File: config.mk
export PLATFORM = sky130hd
export DESIGN_NAME = lts_tone_synth
export DESIGN_NICKNAME = d
export VERILOG_FILES = /design/src/inc/lts_pkg.sv /design/src/design/lts_pair_fifo.sv /design/src/design/lts_tone_synth.sv
export VERILOG_INCLUDE_DIRS = /design/src /design/src/inc
export SDC_FILE = /design/constraint.sdc
export NUM_CORES = 1
export LEC_CHECK = 0
export ABC_CLOCK_PERIOD_IN_PS = 18200
export BUFFER_PORTS_ARGS = -buffer_cell sky130_fd_sc_hd__buf_2
export CORE_MARGIN = 5
export CORE_UTILIZATION = 65
export DETAILED_ROUTE_END_ITERATION = 16
export MAX_ROUTING_LAYER = met4
export PLACE_DENSITY_LB_ADDON = 0.15
export SYNTH_ARGS = -nofsm -noshare
export SYNTH_HDL_FRONTEND = slang
export SYNTH_HIERARCHICAL = 1
export SYNTH_SLANG_ARGS = --single-unit
File: constraint.sdc
create_clock -name aclk -period 18.2 [get_ports aclk]
set_clock_uncertainty 0.05 [all_clocks]
set_input_delay 0.91 -clock aclk [delete_from_list [all_inputs] [get_ports aclk]]
set_output_delay 0.91 -clock aclk [all_outputs]
set_load 0.01 [all_outputs]
File: src/inc/lts_defines.svh
// constants for the dual lookup-table tone synthesiser
// assumes a 10 MHz aclk; included by the package and the synthesiser design file
`ifndef LTS_DEFINES_SVH
`define LTS_DEFINES_SVH

// timing
`define LTS_CLK_HZ 10_000_000
`define LTS_SAMPLE_HZ 200_000
`define LTS_SAMPLE_DIV (`LTS_CLK_HZ / `LTS_SAMPLE_HZ)

// sequence generator
`define LTS_ACC_W 24
`define LTS_SEQ_W 13
`define LTS_SAMPLE_W 8
`define LTS_LEVEL_W 8
`define LTS_FREQ_MIN_HZ 20
`define LTS_FREQ_MAX_HZ 20_000
`define LTS_INC_MIN 24'((64'(`LTS_FREQ_MIN_HZ) << `LTS_ACC_W) / 64'(`LTS_SAMPLE_HZ))
`define LTS_INC_MAX 24'((64'(`LTS_FREQ_MAX_HZ) << `LTS_ACC_W) / 64'(`LTS_SAMPLE_HZ))

// register byte offsets
`define LTS_OFF_CTRL 8'h00
`define LTS_OFF_FREQ1 8'h04
`define LTS_OFF_FREQ2 8'h08
`define LTS_OFF_LEVEL1 8'h0C
`define LTS_OFF_LEVEL2 8'h10
`define LTS_OFF_STATUS 8'h14
`define LTS_OFF_SAMPLE 8'h18

// control field positions
`define LTS_CTRL_SHAPE1 0
`define LTS_CTRL_SHAPE2 1
`define LTS_CTRL_GATE_EN 2
`define LTS_CTRL_RUN 3

// status field positions
`define LTS_STAT_SEQ1_LSB 0
`define LTS_STAT_SEQ2_LSB 13
`define LTS_STAT_GATE_BIT 26
`define LTS_STAT_STALL 27

// reset values (1 kHz tone, full level)
`define LTS_CTRL_RST 4'h0
`define LTS_FREQ_RST 24'h01_47AE
`define LTS_LEVEL_RST 8'hFF

// axi responses
`define LTS_RESP_OKAY 2'h0
`define LTS_RESP_SLVERR 2'h2

`endif

File: src/inc/lts_pkg.sv
// types shared by the tone synthesiser and its bench
// assumes lts_defines.svh is on the include path
`include "lts_defines.svh"

package lts_pkg;

    typedef logic [`LTS_SAMPLE_W-1:0] lts_sample_t;

    // one output step: both generators' samples
    typedef struct packed {
        lts_sample_t gen2;
        lts_sample_t gen1;
    } lts_pair_s;

    typedef struct packed {
        logic run;
        logic gate_en;
        logic shape2;
        logic shape1;
    } lts_ctrl_s;

endpackage

File: src/design/lts_pair_fifo.sv
// small first-in first-out buffer with valid/ready on both sides
// assumes one clock, synchronous active-low reset
`timescale 1ns/1ps
`default_nettype none

module lts_pair_fifo #(
    parameter int WIDTH = 16,
    parameter int DEPTH = 2
) (
    // clock and reset
    input wire logic aclk,
    input wire logic aresetn,
    // filling side
    input wire logic in_valid,
    output logic in_ready,
    input wire logic [WIDTH-1:0] in_data,
    // draining side
    output logic out_valid,
    input wire logic out_ready,
    output logic [WIDTH-1:0] out_data
);
    localparam int PW = (DEPTH > 1) ? $clog2(DEPTH) : 1;
    localparam int CW = $clog2(DEPTH + 1);

    logic [WIDTH-1:0] mem [DEPTH];
    logic [PW-1:0] wr_ptr, next_wr_ptr, rd_ptr, next_rd_ptr;
    logic [CW-1:0] count, next_count;
    logic push, pop;

    function automatic logic [PW-1:0] bump(input logic [PW-1:0] p);
        bump = (p == PW'(DEPTH - 1)) ? '0 : p + PW'(1);
    endfunction

    assign in_ready = (count != CW'(DEPTH));
    assign out_valid = (count != '0);
    assign out_data = mem[rd_ptr];
    assign push = in_valid & in_ready;
    assign pop = out_valid & out_ready;

    always_comb begin
        next_wr_ptr = push ? bump(wr_ptr) : wr_ptr;
        next_rd_ptr = pop ? bump(rd_ptr) : rd_ptr;
        next_count = count;
        if (push && !pop) begin
            next_count = count + CW'(1);
        end else if (pop && !push) begin
            next_count = count - CW'(1);
        end
    end

    always_ff @(posedge aclk) begin
        if (!aresetn) begin
            wr_ptr <= '0;
            rd_ptr <= '0;
            count <= '0;
        end else begin
            wr_ptr <= next_wr_ptr;
            rd_ptr <= next_rd_ptr;
            count <= next_count;
        end
        if (push) begin
            mem[wr_ptr] <= in_data;
        end
    end

endmodule

`default_nettype wire

File: src/design/lts_tone_synth.sv
// dual lookup-table tone synthesiser with data-gated generator two
// assumes a 10 MHz aclk, an axi4-lite master and a sink on the sample stream
// How it works
// - each generator latches a host frequency word and repeats at that rate
// - a 13-bit sequence word addresses the lookup table every step
// - the table returns an 8-bit sample of the chosen shape each step
// - sine and square tables; each generator picks its shape alone
// - frequency word spans 20 Hz to 20 kHz, clamped to that range
// - a per-generator level code scales the sample in proportion
// - gate flop drives generator two's top address bit: full or no output
// - serial data on the gate flop input becomes tone bursts
// - with gating off the top address bit is the plain sequence bit
// - both generators share one design; gating leaves generator one alone and doubles generator two's pitch
//
// The placing of the registers and the AXI4-Lite register port were decided locally.
`timescale 1ns/1ps
`default_nettype none
`include "lts_defines.svh"

module lts_tone_synth #(
    parameter int ADDR_W = 8,
    parameter int BUF_DEPTH = 2
) (
    // clock and reset
    input wire logic aclk,
    input wire logic aresetn,
    // axi4-lite write address and data
    input wire logic [ADDR_W-1:0] awaddr,
    input wire logic awvalid,
    output logic awready,
    input wire logic [31:0] wdata,
    input wire logic [3:0] wstrb,
    input wire logic wvalid,
    output logic wready,
    // axi4-lite write response
    output logic [1:0] bresp,
    output logic bvalid,
    input wire logic bready,
    // axi4-lite read
    input wire logic [ADDR_W-1:0] araddr,
    input wire logic arvalid,
    output logic arready,
    output logic [31:0] rdata,
    output logic [1:0] rresp,
    output logic rvalid,
    input wire logic rready,
    // serial gating data pin and the resulting address bit
    input wire logic gate_flop_data_input,
    output logic gate_flop_output,
    // sample stream toward the converters
    output logic out_valid,
    input wire logic out_ready,
    output lts_pkg::lts_pair_s out_data
);
    import lts_pkg::*;

    localparam int DIV_W = $clog2(`LTS_SAMPLE_DIV);
    localparam logic [DIV_W-1:0] DIV_LAST = DIV_W'(`LTS_SAMPLE_DIV - 1);

    // quarter-wave sine magnitudes, 16 points
    localparam logic [6:0] SINE_Q [16] = '{
        7'd6, 7'd19, 7'd31, 7'd43, 7'd54, 7'd65, 7'd76, 7'd85,
        7'd94, 7'd102, 7'd109, 7'd115, 7'd120, 7'd123, 7'd126, 7'd127
    };

    // register state
    lts_ctrl_s ctrl, next_ctrl;
    logic [`LTS_ACC_W-1:0] inc [2];
    logic [`LTS_ACC_W-1:0] next_inc [2];
    logic [`LTS_LEVEL_W-1:0] level [2];
    logic [`LTS_LEVEL_W-1:0] next_level [2];
    logic aw_held, next_aw_held, w_held, next_w_held;
    logic [ADDR_W-1:0] aw_addr, next_aw_addr;
    logic [31:0] w_data, next_w_data;
    logic [3:0] w_strb, next_w_strb;
    logic next_bvalid;
    logic [1:0] next_bresp;

    // read channel state
    logic next_rvalid;
    logic [31:0] next_rdata;
    logic [1:0] next_rresp;

    // generator state
    logic [`LTS_ACC_W-1:0] acc [2];
    logic [`LTS_ACC_W-1:0] next_acc [2];
    logic [DIV_W-1:0] div_cnt, next_div_cnt;
    logic sync1, sync2, next_sync1, next_sync2;
    logic gate_q, next_gate_q;
    lts_pair_s last_pair, next_last_pair;

    // combinational
    logic [`LTS_SEQ_W-1:0] seq [2];
    logic [`LTS_SEQ_W-1:0] table_addr2;
    lts_pair_s step_pair;
    logic step, buf_in_ready, div_done;

    function automatic logic [31:0] merge(input logic [31:0] old, input logic [31:0] nw,
                                          input logic [3:0] strb);
        for (int b = 0; b < 4; b++) begin
            old[8*b +: 8] = strb[b] ? nw[8*b +: 8] : old[8*b +: 8];
        end
        merge = old;
    endfunction

    function automatic logic [`LTS_ACC_W-1:0] clamp_inc(input logic [31:0] v);
        if (v < 32'(`LTS_INC_MIN)) begin
            clamp_inc = `LTS_INC_MIN;
        end else if (v > 32'(`LTS_INC_MAX)) begin
            clamp_inc = `LTS_INC_MAX;
        end else begin
            clamp_inc = v[`LTS_ACC_W-1:0];
        end
    endfunction

    function automatic lts_sample_t lookup(input logic [`LTS_SEQ_W-1:0] a,
                                           input logic square, input logic gated);
        logic half;
        logic quart;
        logic [3:0] idx;
        logic [6:0] mag;
        half = gated ? a[11] : a[12];
        quart = gated ? a[10] : a[11];
        idx = gated ? a[9:6] : a[10:7];
        mag = SINE_Q[quart ? ~idx : idx];
        if (square) begin
            lookup = half ? 8'h01 : 8'hFF;
        end else begin
            lookup = half ? 8'(8'h80 - {1'b0, mag}) : 8'(8'h80 + {1'b0, mag});
        end
        if (gated && !a[12]) begin
            lookup = 8'h80;
        end
    endfunction

    function automatic lts_sample_t scale(input lts_sample_t s,
                                          input logic [`LTS_LEVEL_W-1:0] lvl);
        logic signed [8:0] dev;
        logic signed [17:0] prod;
        dev = $signed({1'b0, s}) - 9'sd128;
        prod = dev * $signed({1'b0, lvl});
        scale = 8'(prod[15:8] + 8'h80);
    endfunction

    // 13-bit word from the accumulator top
    assign seq[0] = acc[0][`LTS_ACC_W-1 -: `LTS_SEQ_W];
    assign seq[1] = acc[1][`LTS_ACC_W-1 -: `LTS_SEQ_W];

    assign gate_flop_output = ctrl.gate_en ? gate_q : seq[1][12];
    assign table_addr2 = {gate_flop_output, seq[1][11:0]};

    // same lookup for both, gating only on two
    assign step_pair.gen1 = scale(lookup(seq[0], ctrl.shape1, 1'b0), level[0]);
    assign step_pair.gen2 = scale(lookup(table_addr2, ctrl.shape2, ctrl.gate_en), level[1]);

    // a full buffer holds the step, so no sample is dropped
    assign div_done = (div_cnt == DIV_LAST);
    assign step = ctrl.run & div_done & buf_in_ready;

    assign awready = !aw_held && !bvalid;
    assign wready = !w_held && !bvalid;
    assign arready = !rvalid;

    // register write path
    always_comb begin
        next_ctrl = ctrl;
        next_inc = inc;
        next_level = level;
        next_aw_held = aw_held;
        next_aw_addr = aw_addr;
        next_w_held = w_held;
        next_w_data = w_data;
        next_w_strb = w_strb;
        next_bvalid = bvalid;
        next_bresp = bresp;
        if (awvalid && awready) begin
            next_aw_held = 1'b1;
            next_aw_addr = awaddr;
        end
        if (wvalid && wready) begin
            next_w_held = 1'b1;
            next_w_data = wdata;
            next_w_strb = wstrb;
        end
        if (bvalid && bready) begin
            next_bvalid = 1'b0;
        end
        if (aw_held && w_held && !bvalid) begin
            next_aw_held = 1'b0;
            next_w_held = 1'b0;
            next_bvalid = 1'b1;
            next_bresp = `LTS_RESP_OKAY;
            unique case (aw_addr)
                ADDR_W'(`LTS_OFF_CTRL):
                    next_ctrl = 4'(merge(32'(ctrl), w_data, w_strb));
                ADDR_W'(`LTS_OFF_FREQ1):
                    next_inc[0] = clamp_inc(merge(32'(inc[0]), w_data, w_strb));
                ADDR_W'(`LTS_OFF_FREQ2):
                    next_inc[1] = clamp_inc(merge(32'(inc[1]), w_data, w_strb));
                ADDR_W'(`LTS_OFF_LEVEL1):
                    next_level[0] = 8'(merge(32'(level[0]), w_data, w_strb));
                ADDR_W'(`LTS_OFF_LEVEL2):
                    next_level[1] = 8'(merge(32'(level[1]), w_data, w_strb));
                ADDR_W'(`LTS_OFF_STATUS), ADDR_W'(`LTS_OFF_SAMPLE): begin
                    // read-only, write ignored
                end
                default: next_bresp = `LTS_RESP_SLVERR;
            endcase
        end
    end

    always_ff @(posedge aclk) begin
        if (!aresetn) begin
            ctrl <= `LTS_CTRL_RST;
            inc[0] <= `LTS_FREQ_RST;
            inc[1] <= `LTS_FREQ_RST;
            level[0] <= `LTS_LEVEL_RST;
            level[1] <= `LTS_LEVEL_RST;
            aw_held <= 1'b0;
            aw_addr <= '0;
            w_held <= 1'b0;
            w_data <= 32'h0000_0000;
            w_strb <= 4'h0;
            bvalid <= 1'b0;
            bresp <= `LTS_RESP_OKAY;
        end else begin
            ctrl <= next_ctrl;
            inc <= next_inc;
            level <= next_level;
            aw_held <= next_aw_held;
            aw_addr <= next_aw_addr;
            w_held <= next_w_held;
            w_data <= next_w_data;
            w_strb <= next_w_strb;
            bvalid <= next_bvalid;
            bresp <= next_bresp;
        end
    end

    // register read path
    always_comb begin
        next_rvalid = rvalid;
        next_rdata = rdata;
        next_rresp = rresp;
        if (rvalid && rready) begin
            next_rvalid = 1'b0;
        end
        if (arvalid && arready) begin
            next_rvalid = 1'b1;
            next_rresp = `LTS_RESP_OKAY;
            next_rdata = 32'h0000_0000;
            unique case (araddr)
                ADDR_W'(`LTS_OFF_CTRL): next_rdata = 32'(ctrl);
                ADDR_W'(`LTS_OFF_FREQ1): next_rdata = 32'(inc[0]);
                ADDR_W'(`LTS_OFF_FREQ2): next_rdata = 32'(inc[1]);
                ADDR_W'(`LTS_OFF_LEVEL1): next_rdata = 32'(level[0]);
                ADDR_W'(`LTS_OFF_LEVEL2): next_rdata = 32'(level[1]);
                ADDR_W'(`LTS_OFF_STATUS): begin
                    next_rdata[`LTS_STAT_SEQ1_LSB +: `LTS_SEQ_W] = seq[0];
                    next_rdata[`LTS_STAT_SEQ2_LSB +: `LTS_SEQ_W] = seq[1];
                    next_rdata[`LTS_STAT_GATE_BIT] = gate_flop_output;
                    next_rdata[`LTS_STAT_STALL] = !buf_in_ready;
                end
                ADDR_W'(`LTS_OFF_SAMPLE): next_rdata = 32'(last_pair);
                default: next_rresp = `LTS_RESP_SLVERR;
            endcase
        end
    end

    always_ff @(posedge aclk) begin
        if (!aresetn) begin
            rvalid <= 1'b0;
            rdata <= 32'h0000_0000;
            rresp <= `LTS_RESP_OKAY;
        end else begin
            rvalid <= next_rvalid;
            rdata <= next_rdata;
            rresp <= next_rresp;
        end
    end

    // sequence generators, divider and gate flop
    always_comb begin
        next_sync1 = gate_flop_data_input;
        next_sync2 = sync1;
        next_gate_q = gate_q;
        next_acc = acc;
        next_last_pair = last_pair;
        next_div_cnt = div_cnt;
        if (!div_done) begin
            next_div_cnt = div_cnt + DIV_W'(1);
        end else if (step || !ctrl.run) begin
            next_div_cnt = '0;
        end
        if (step) begin
            for (int g = 0; g < 2; g++) begin
                next_acc[g] = acc[g] + inc[g];
            end
            next_gate_q = sync2;
            next_last_pair = step_pair;
        end
    end

    always_ff @(posedge aclk) begin
        if (!aresetn) begin
            acc[0] <= '0;
            acc[1] <= '0;
            div_cnt <= '0;
            sync1 <= 1'b0;
            sync2 <= 1'b0;
            gate_q <= 1'b0;
            last_pair <= '0;
        end else begin
            acc <= next_acc;
            div_cnt <= next_div_cnt;
            sync1 <= next_sync1;
            sync2 <= next_sync2;
            gate_q <= next_gate_q;
            last_pair <= next_last_pair;
        end
    end

    lts_pair_fifo #(
        .WIDTH($bits(lts_pair_s)),
        .DEPTH(BUF_DEPTH)
    ) u_buf (
        .aclk(aclk),
        .aresetn(aresetn),
        .in_valid(step),
        .in_ready(buf_in_ready),
        .in_data(step_pair),
        .out_valid(out_valid),
        .out_ready(out_ready),
        .out_data(out_data)
    );

endmodule

`default_nettype wire

# After elaboration in Yosys (flattened, before gate mapping)
# Memory sizes are Yosys's and may differ from the RTL's. A register that Yosys moved wholly into a read port is not among the register bits.
# Index checks and enable logic that the tools add are counted.
# Widths: inputs -> output; s select.
[op_classes]
n_addsub = 15
multipliers = 2
order_cmp = 6
eq_ne = 15
n_mux = 45
bitwise_logic = 9
n_reduce_logical = 36
[ops]
columns = ["operator", "count"]
rows = [
  ["$pmux 28 s7", 1],
  ["$mux 8", 14],
  ["$mux 24", 4],
  ["$gt 32x21->1 const B", 2],
  ["$lt 32x11->1 const B", 2],
  ["$add 24x24->24", 2],
  ["$eq 8x5->1 const B", 6],
  ["$eq 8x4->1 const B", 4],
  ["$mul 9x9->16", 2],
  ["$mux 7", 4],
  ["$sub 8x8->9 const B", 2],
  ["$add 8x7->8 const A", 2],
  ["$add 8x8->8 const B", 2],
  ["$eq 8x3->1 const B", 2],
  ["$logic_not 8->1", 2],
  ["$sub 8x7->8 const A", 2],
  ["$reduce_or 7->1", 2],
  ["$mux 1", 13],
  ["$logic_and 1x1->1", 12],
  ["$mux 4", 3],
  ["$mux 6", 2],
  ["$ge 5x5->1 const B", 2],
  ["$not 4->5", 2],
  ["$logic_not 1->1", 9],
  ["16 further kinds", 30],
]
[totals]
regBits = 225
ramBits = 32
mem_bits_ro = 224
inputBits = 61
output_inout_bits = 59
word_cells = 160
n_memories = 3
[mem_list]
columns = ["memory", "words", "width", "rd", "rd_ports_with_merged_regs", "write_ports", "line", "rtl"]
rows = [
  ["(name not given)", 16, 7, 1, 0, 0, "lts_tone_synth.sv:125", "mag = SINE_Q[quart ? ~idx : idx];"],
  ["(name not given)", 16, 7, 1, 0, 0, "lts_tone_synth.sv:125", ""],
  ["u_buf.mem", 2, 16, 1, 1, 1, "lts_pair_fifo.sv:25", "logic [WIDTH-1:0] mem [DEPTH];"],
]

# Longest topological paths before layout
[depth]
ltp_word = 14
mapped_depth = 32
mapped_depth_nobuf = 31

# Hierarchy
# Netlist, hierarchy kept.
[by_module_without_submodules]
columns = ["mod", "n_inst", "cells_each", "area_each_um2", "seq_area_each_um2"]
rows = [
  ["lts_tone_synth", 1, 2151, 17231.5, 4384.2],
  ["lts_pair_fifo", 1, 74, 1393.8, 1061.0],
]

# Least setup slack after synthesis
# OpenSTA, ideal clock, no wires.
[synth_path]
kind = "register -> register"
start = "reg acc[46] (netlist bit)"
end = "reg last_pair[5] (netlist bit)"
setup_time_ns = 0.116
arrival_ns = 7.175
required_time_ns = 18.034
setup_slack_ns = 10.859
stages_incl_launch_ff = 32
path_buffers = 2
synth_period_minus_slack_ns = 7.341
path_cell_list = "dfxtp_1 > buf_2 > buf_1 > xor2_1 > inv_1 > ha_1 > and2_1 > mux4_2 > nor2_1 > inv_1 > ha_1 > nand2_1 > mux2_2 > o22ai_1 > nand2_1 > fa_1 > inv_1 > fa_1 > ha_1 > inv_1 > fa_1 > inv_1 > ha_1 > and4b_1 > and4_1 > a32o_1 > and2_1 > a21o_1 > o21a_1 > nor2_1 > xnor2_1 > a31o_2"
[synth_rtl]
columns = ["element", "line", "rtl"]
rows = [
  ["start: declaration", "lts_tone_synth.sv:85", "logic [`LTS_ACC_W-1:0] acc [2];"],
  ["start signal: assignment", "lts_tone_synth.sv:314", "acc <= next_acc;"],
  ["end signal: assignment", "lts_tone_synth.sv:319", "last_pair <= next_last_pair;"],
  ["end: declaration", "lts_tone_synth.sv:90", "lts_pair_s last_pair, next_last_pair;"],
]

==> flow_summary.json <==
{
  "gp_congestion": 1.00,
  "dr.pass1.iters": 8,
  "grt_util_met2": 0.534,
  "num-nets-final": 2555,
  "grt_pass1_vias": 15600,
  "cts_resized": 0,
  "slew_headroom": 0.200,
  "synthCells": 2225,
  "irDropWorstVdd_mv": 0.0930,
  "ys_seq_area_frac": 0.292,
  "tightest_slew_ps": 1200,
  "synth-seq-cells": 256,
  "powerDensity_nw_per_um2": 62.8,
  "met1_usage": 0.427,
  "crit_family": "adder cells",
  "num_antenna_cells": 0,
  "synth_edf_count": 32,
  "grt_util_all_layers": 0.330,
  "status": "completed",
  "synth_ff_type": "dfxtp_1",
  "async_reset_ff_frac": 0,
  "cts_made_buffers": 29,
  "drc_errors": 0,
  "worstPathArrival_ps": 8660,
  "root_buffer": "clkbuf_16",
  "avgSynthCellArea_um2": 8.37,
  "drtIter0Drc": 1634,
  "post_cts_buffers": 0,
  "yosysUniqueCellTypes": 94,
  "crit_type": "reg2reg",
  "slew_viol_final": 0,
  "period_needed_ps": 8270,
  "critPathLaunchType": "flip-flop",
  "clockBufferDepth": 3,
  "worstHoldPathType": "reg2reg",
  "die-area_um2": 32100,
  "fp.dieH_um": 179,
  "clock_latency_ps": 570,
  "setup_viol": 0,
  "grt_max_degree": 80,
  "initial_core_util": 0.654,
  "core_region_area_um2": 28500,
  "max_cap_violations": 0,
  "rows": 62,
  "grt.busiest_layer": "met2",
  "drt_wl_total_um": 51800,
  "p_leak_nw": 8.61,
  "ant_nets": 0,
  "portBuffers": 113,
  "clock_sinks": 256,
  "slowest_delay_ps": 820,
  "tritoncts": "done",
  "final_hold_viol_count": 0,
  "cp-end-kind": "flip-flop",
  "drive_gt1_frac": 0.104,
  "clk_pin_slew_worst_paths_ps": 60,
  "final_area_um2": 20300,
  "grt_pass1_wl_um": 82400,
  "synth_warnings": 6,
  "multi_input_area_um2": 11900,
  "via_per_inst": 6.12,
  "hpwl_um": 38600,
  "antenna_found_initial": 0,
  "cp_common_cell": "ha_1",
  "ios": 120,
  "die_x_um": 179,
  "grt_overflow_total": 0,
  "post-route-period-util": 0.454,
  "cp_slowest_cell": "dfxtp_1",
  "clock.fmax_mhz": 121,
  "syn_to_final_growth_pct": 9.15,
  "via_count": 16400,
  "critPathBufInv": 3,
  "h-tree-depth": 1,
  "r2r_setup_slack_ps": 9930,
  "finalSetupTns_ps": 0,
  "fillers": 2328,
  "rsz0062_at_grt": "false",
  "synth.cell_area_um2": 18600,
  "routedWlPerCell_um": 19.3,
  "placed_cell_area_um2": 19300,
  "cts_hold_buffers": 0,
  "cp_data_required_time_ps": 18590,
  "path_max_fanout": 23,
  "met3_usage": 0.0447,
  "seq_area_um2": 5450
}
## stage by stage
step	total power [mW]	instances	setup WS, ps	hold WS, ps	util
finish	1.28	2680	9930	382	0.714
global route	1.32	2680	9380	398	0.714
CTS	1.28	2680	9980	383	0.714
detailed placement	0.688	2626	10040	373	0.679
global placement	0.686	2626	10380	369	0.679
floorplan	0.656	2230	10860	362	-
## cell usage after synthesis, drive strengths merged, types with 32 or more instances
cell type | count | area [µm²]
nor2 | 139 | 522
clkbuf | 82 | 309
a21oi | 178 | 913
fa | 104 | 2080
buf | 34 | 186
dfxtp | 224 | 4480
and2 | 55 | 344
xnor2 | 55 | 500
nor3 | 66 | 335
inv | 215 | 807
nand2 | 308 | 1160
mux2i | 41 | 448
nand3 | 43 | 215
o21ai | 115 | 587
ha | 117 | 1460
edfxtp | 32 | 961
## sequential cells by signal, summed over array words and instances, names as in the netlist, named ones only
| signal | count |
|---|---|
| w_data | 32 |
| next_sync2 | 1 |
| acc | 48 |
| sync2 | 1 |
| aw_held | 1 |
| bresp | 1 |
| rvalid | 1 |
| u_buf/rd_ptr | 1 |
| u_buf/mem | 32 |
| aw_addr | 8 |
| rresp | 1 |
| gate_q | 1 |
| w_strb | 4 |
| bvalid | 1 |
| div_cnt | 6 |
| inc | 48 |
| u_buf/wr_ptr | 1 |
| u_buf/count | 2 |
| level | 16 |
| ctrl | 4 |
| rdata | 28 |
| w_held | 1 |
| last_pair | 16 |
## per-layer routing
layer / up-vias / share of wire / wire length, µm
met5: - / 0 / 0
met4: 0 / 0.040 / 2100
met3: 157 / 0.085 / 4420
met2: 726 / 0.46 / 24000
met1: 7776 / 0.41 / 21300
li1: 7753 / - / -
## kinds of logic after synthesis
group           share of synthesized area
fa+ha+maj                           0.190
compound gates                      0.180
flops                               0.292
buf+inv                            0.0701
xor+xnor                           0.0404
mux                                0.0380
other cells                      0.000201
simple gates                        0.188
## report_power, final
| part | internal, mW | switching, mW | total, mW |
|---|---|---|---|
| clock | 0.354 | 0.245 | 0.599 |
| sequential | 0.583 | 0.0170 | 0.600 |
| combinational | 0.0272 | 0.0503 | 0.0776 |
## layout by cell type, fill, tap and decap left out, drive strengths merged, types with 20 or more instances in the layout
master / instances
inv: 217
and2: 55
o21ai: 115
xor2: 28
buf: 128
fa: 104
mux2i: 41
a21o: 25
mux2: 21
nand3: 43
nand2b: 25
xnor2: 55
ha: 117
a31oi: 29
edfxtp: 32
a221oi: 20
dfxtp: 224
a21oi: 178
clkbuf: 41
nand2: 308
a22oi: 23
nor3: 66
nor2: 139
nor2b: 24
## final cells by class
type,count,share of cell area
Tap cell,384,0.0236
Sequential cell,256,0.268
Clock buffer,41,0.0415
Inverter,216,0.0400
Timing Repair Buffer,128,0.0334
Clock inverter,13,0.00726
Multi-Input combinational cell,1642,0.586
## worst paths after layout
| kind | cells past startpoint | to | from |
|---|---|---|---|
| max | 28 | last_pair[5]$_SDFFE_PN0P_ | acc[46]$_SDFFE_PN0P_ |
| min | 1 | sync2$_SDFF_PN0_ | next_sync2$_SDFF_PN0_ |
| max reg2reg | 28 | last_pair[5]$_SDFFE_PN0P_ | acc[46]$_SDFFE_PN0P_ |
| min reg2reg | 1 | sync2$_SDFF_PN0_ | next_sync2$_SDFF_PN0_ |
Note: power is estimated with default switching activity, not from simulation.
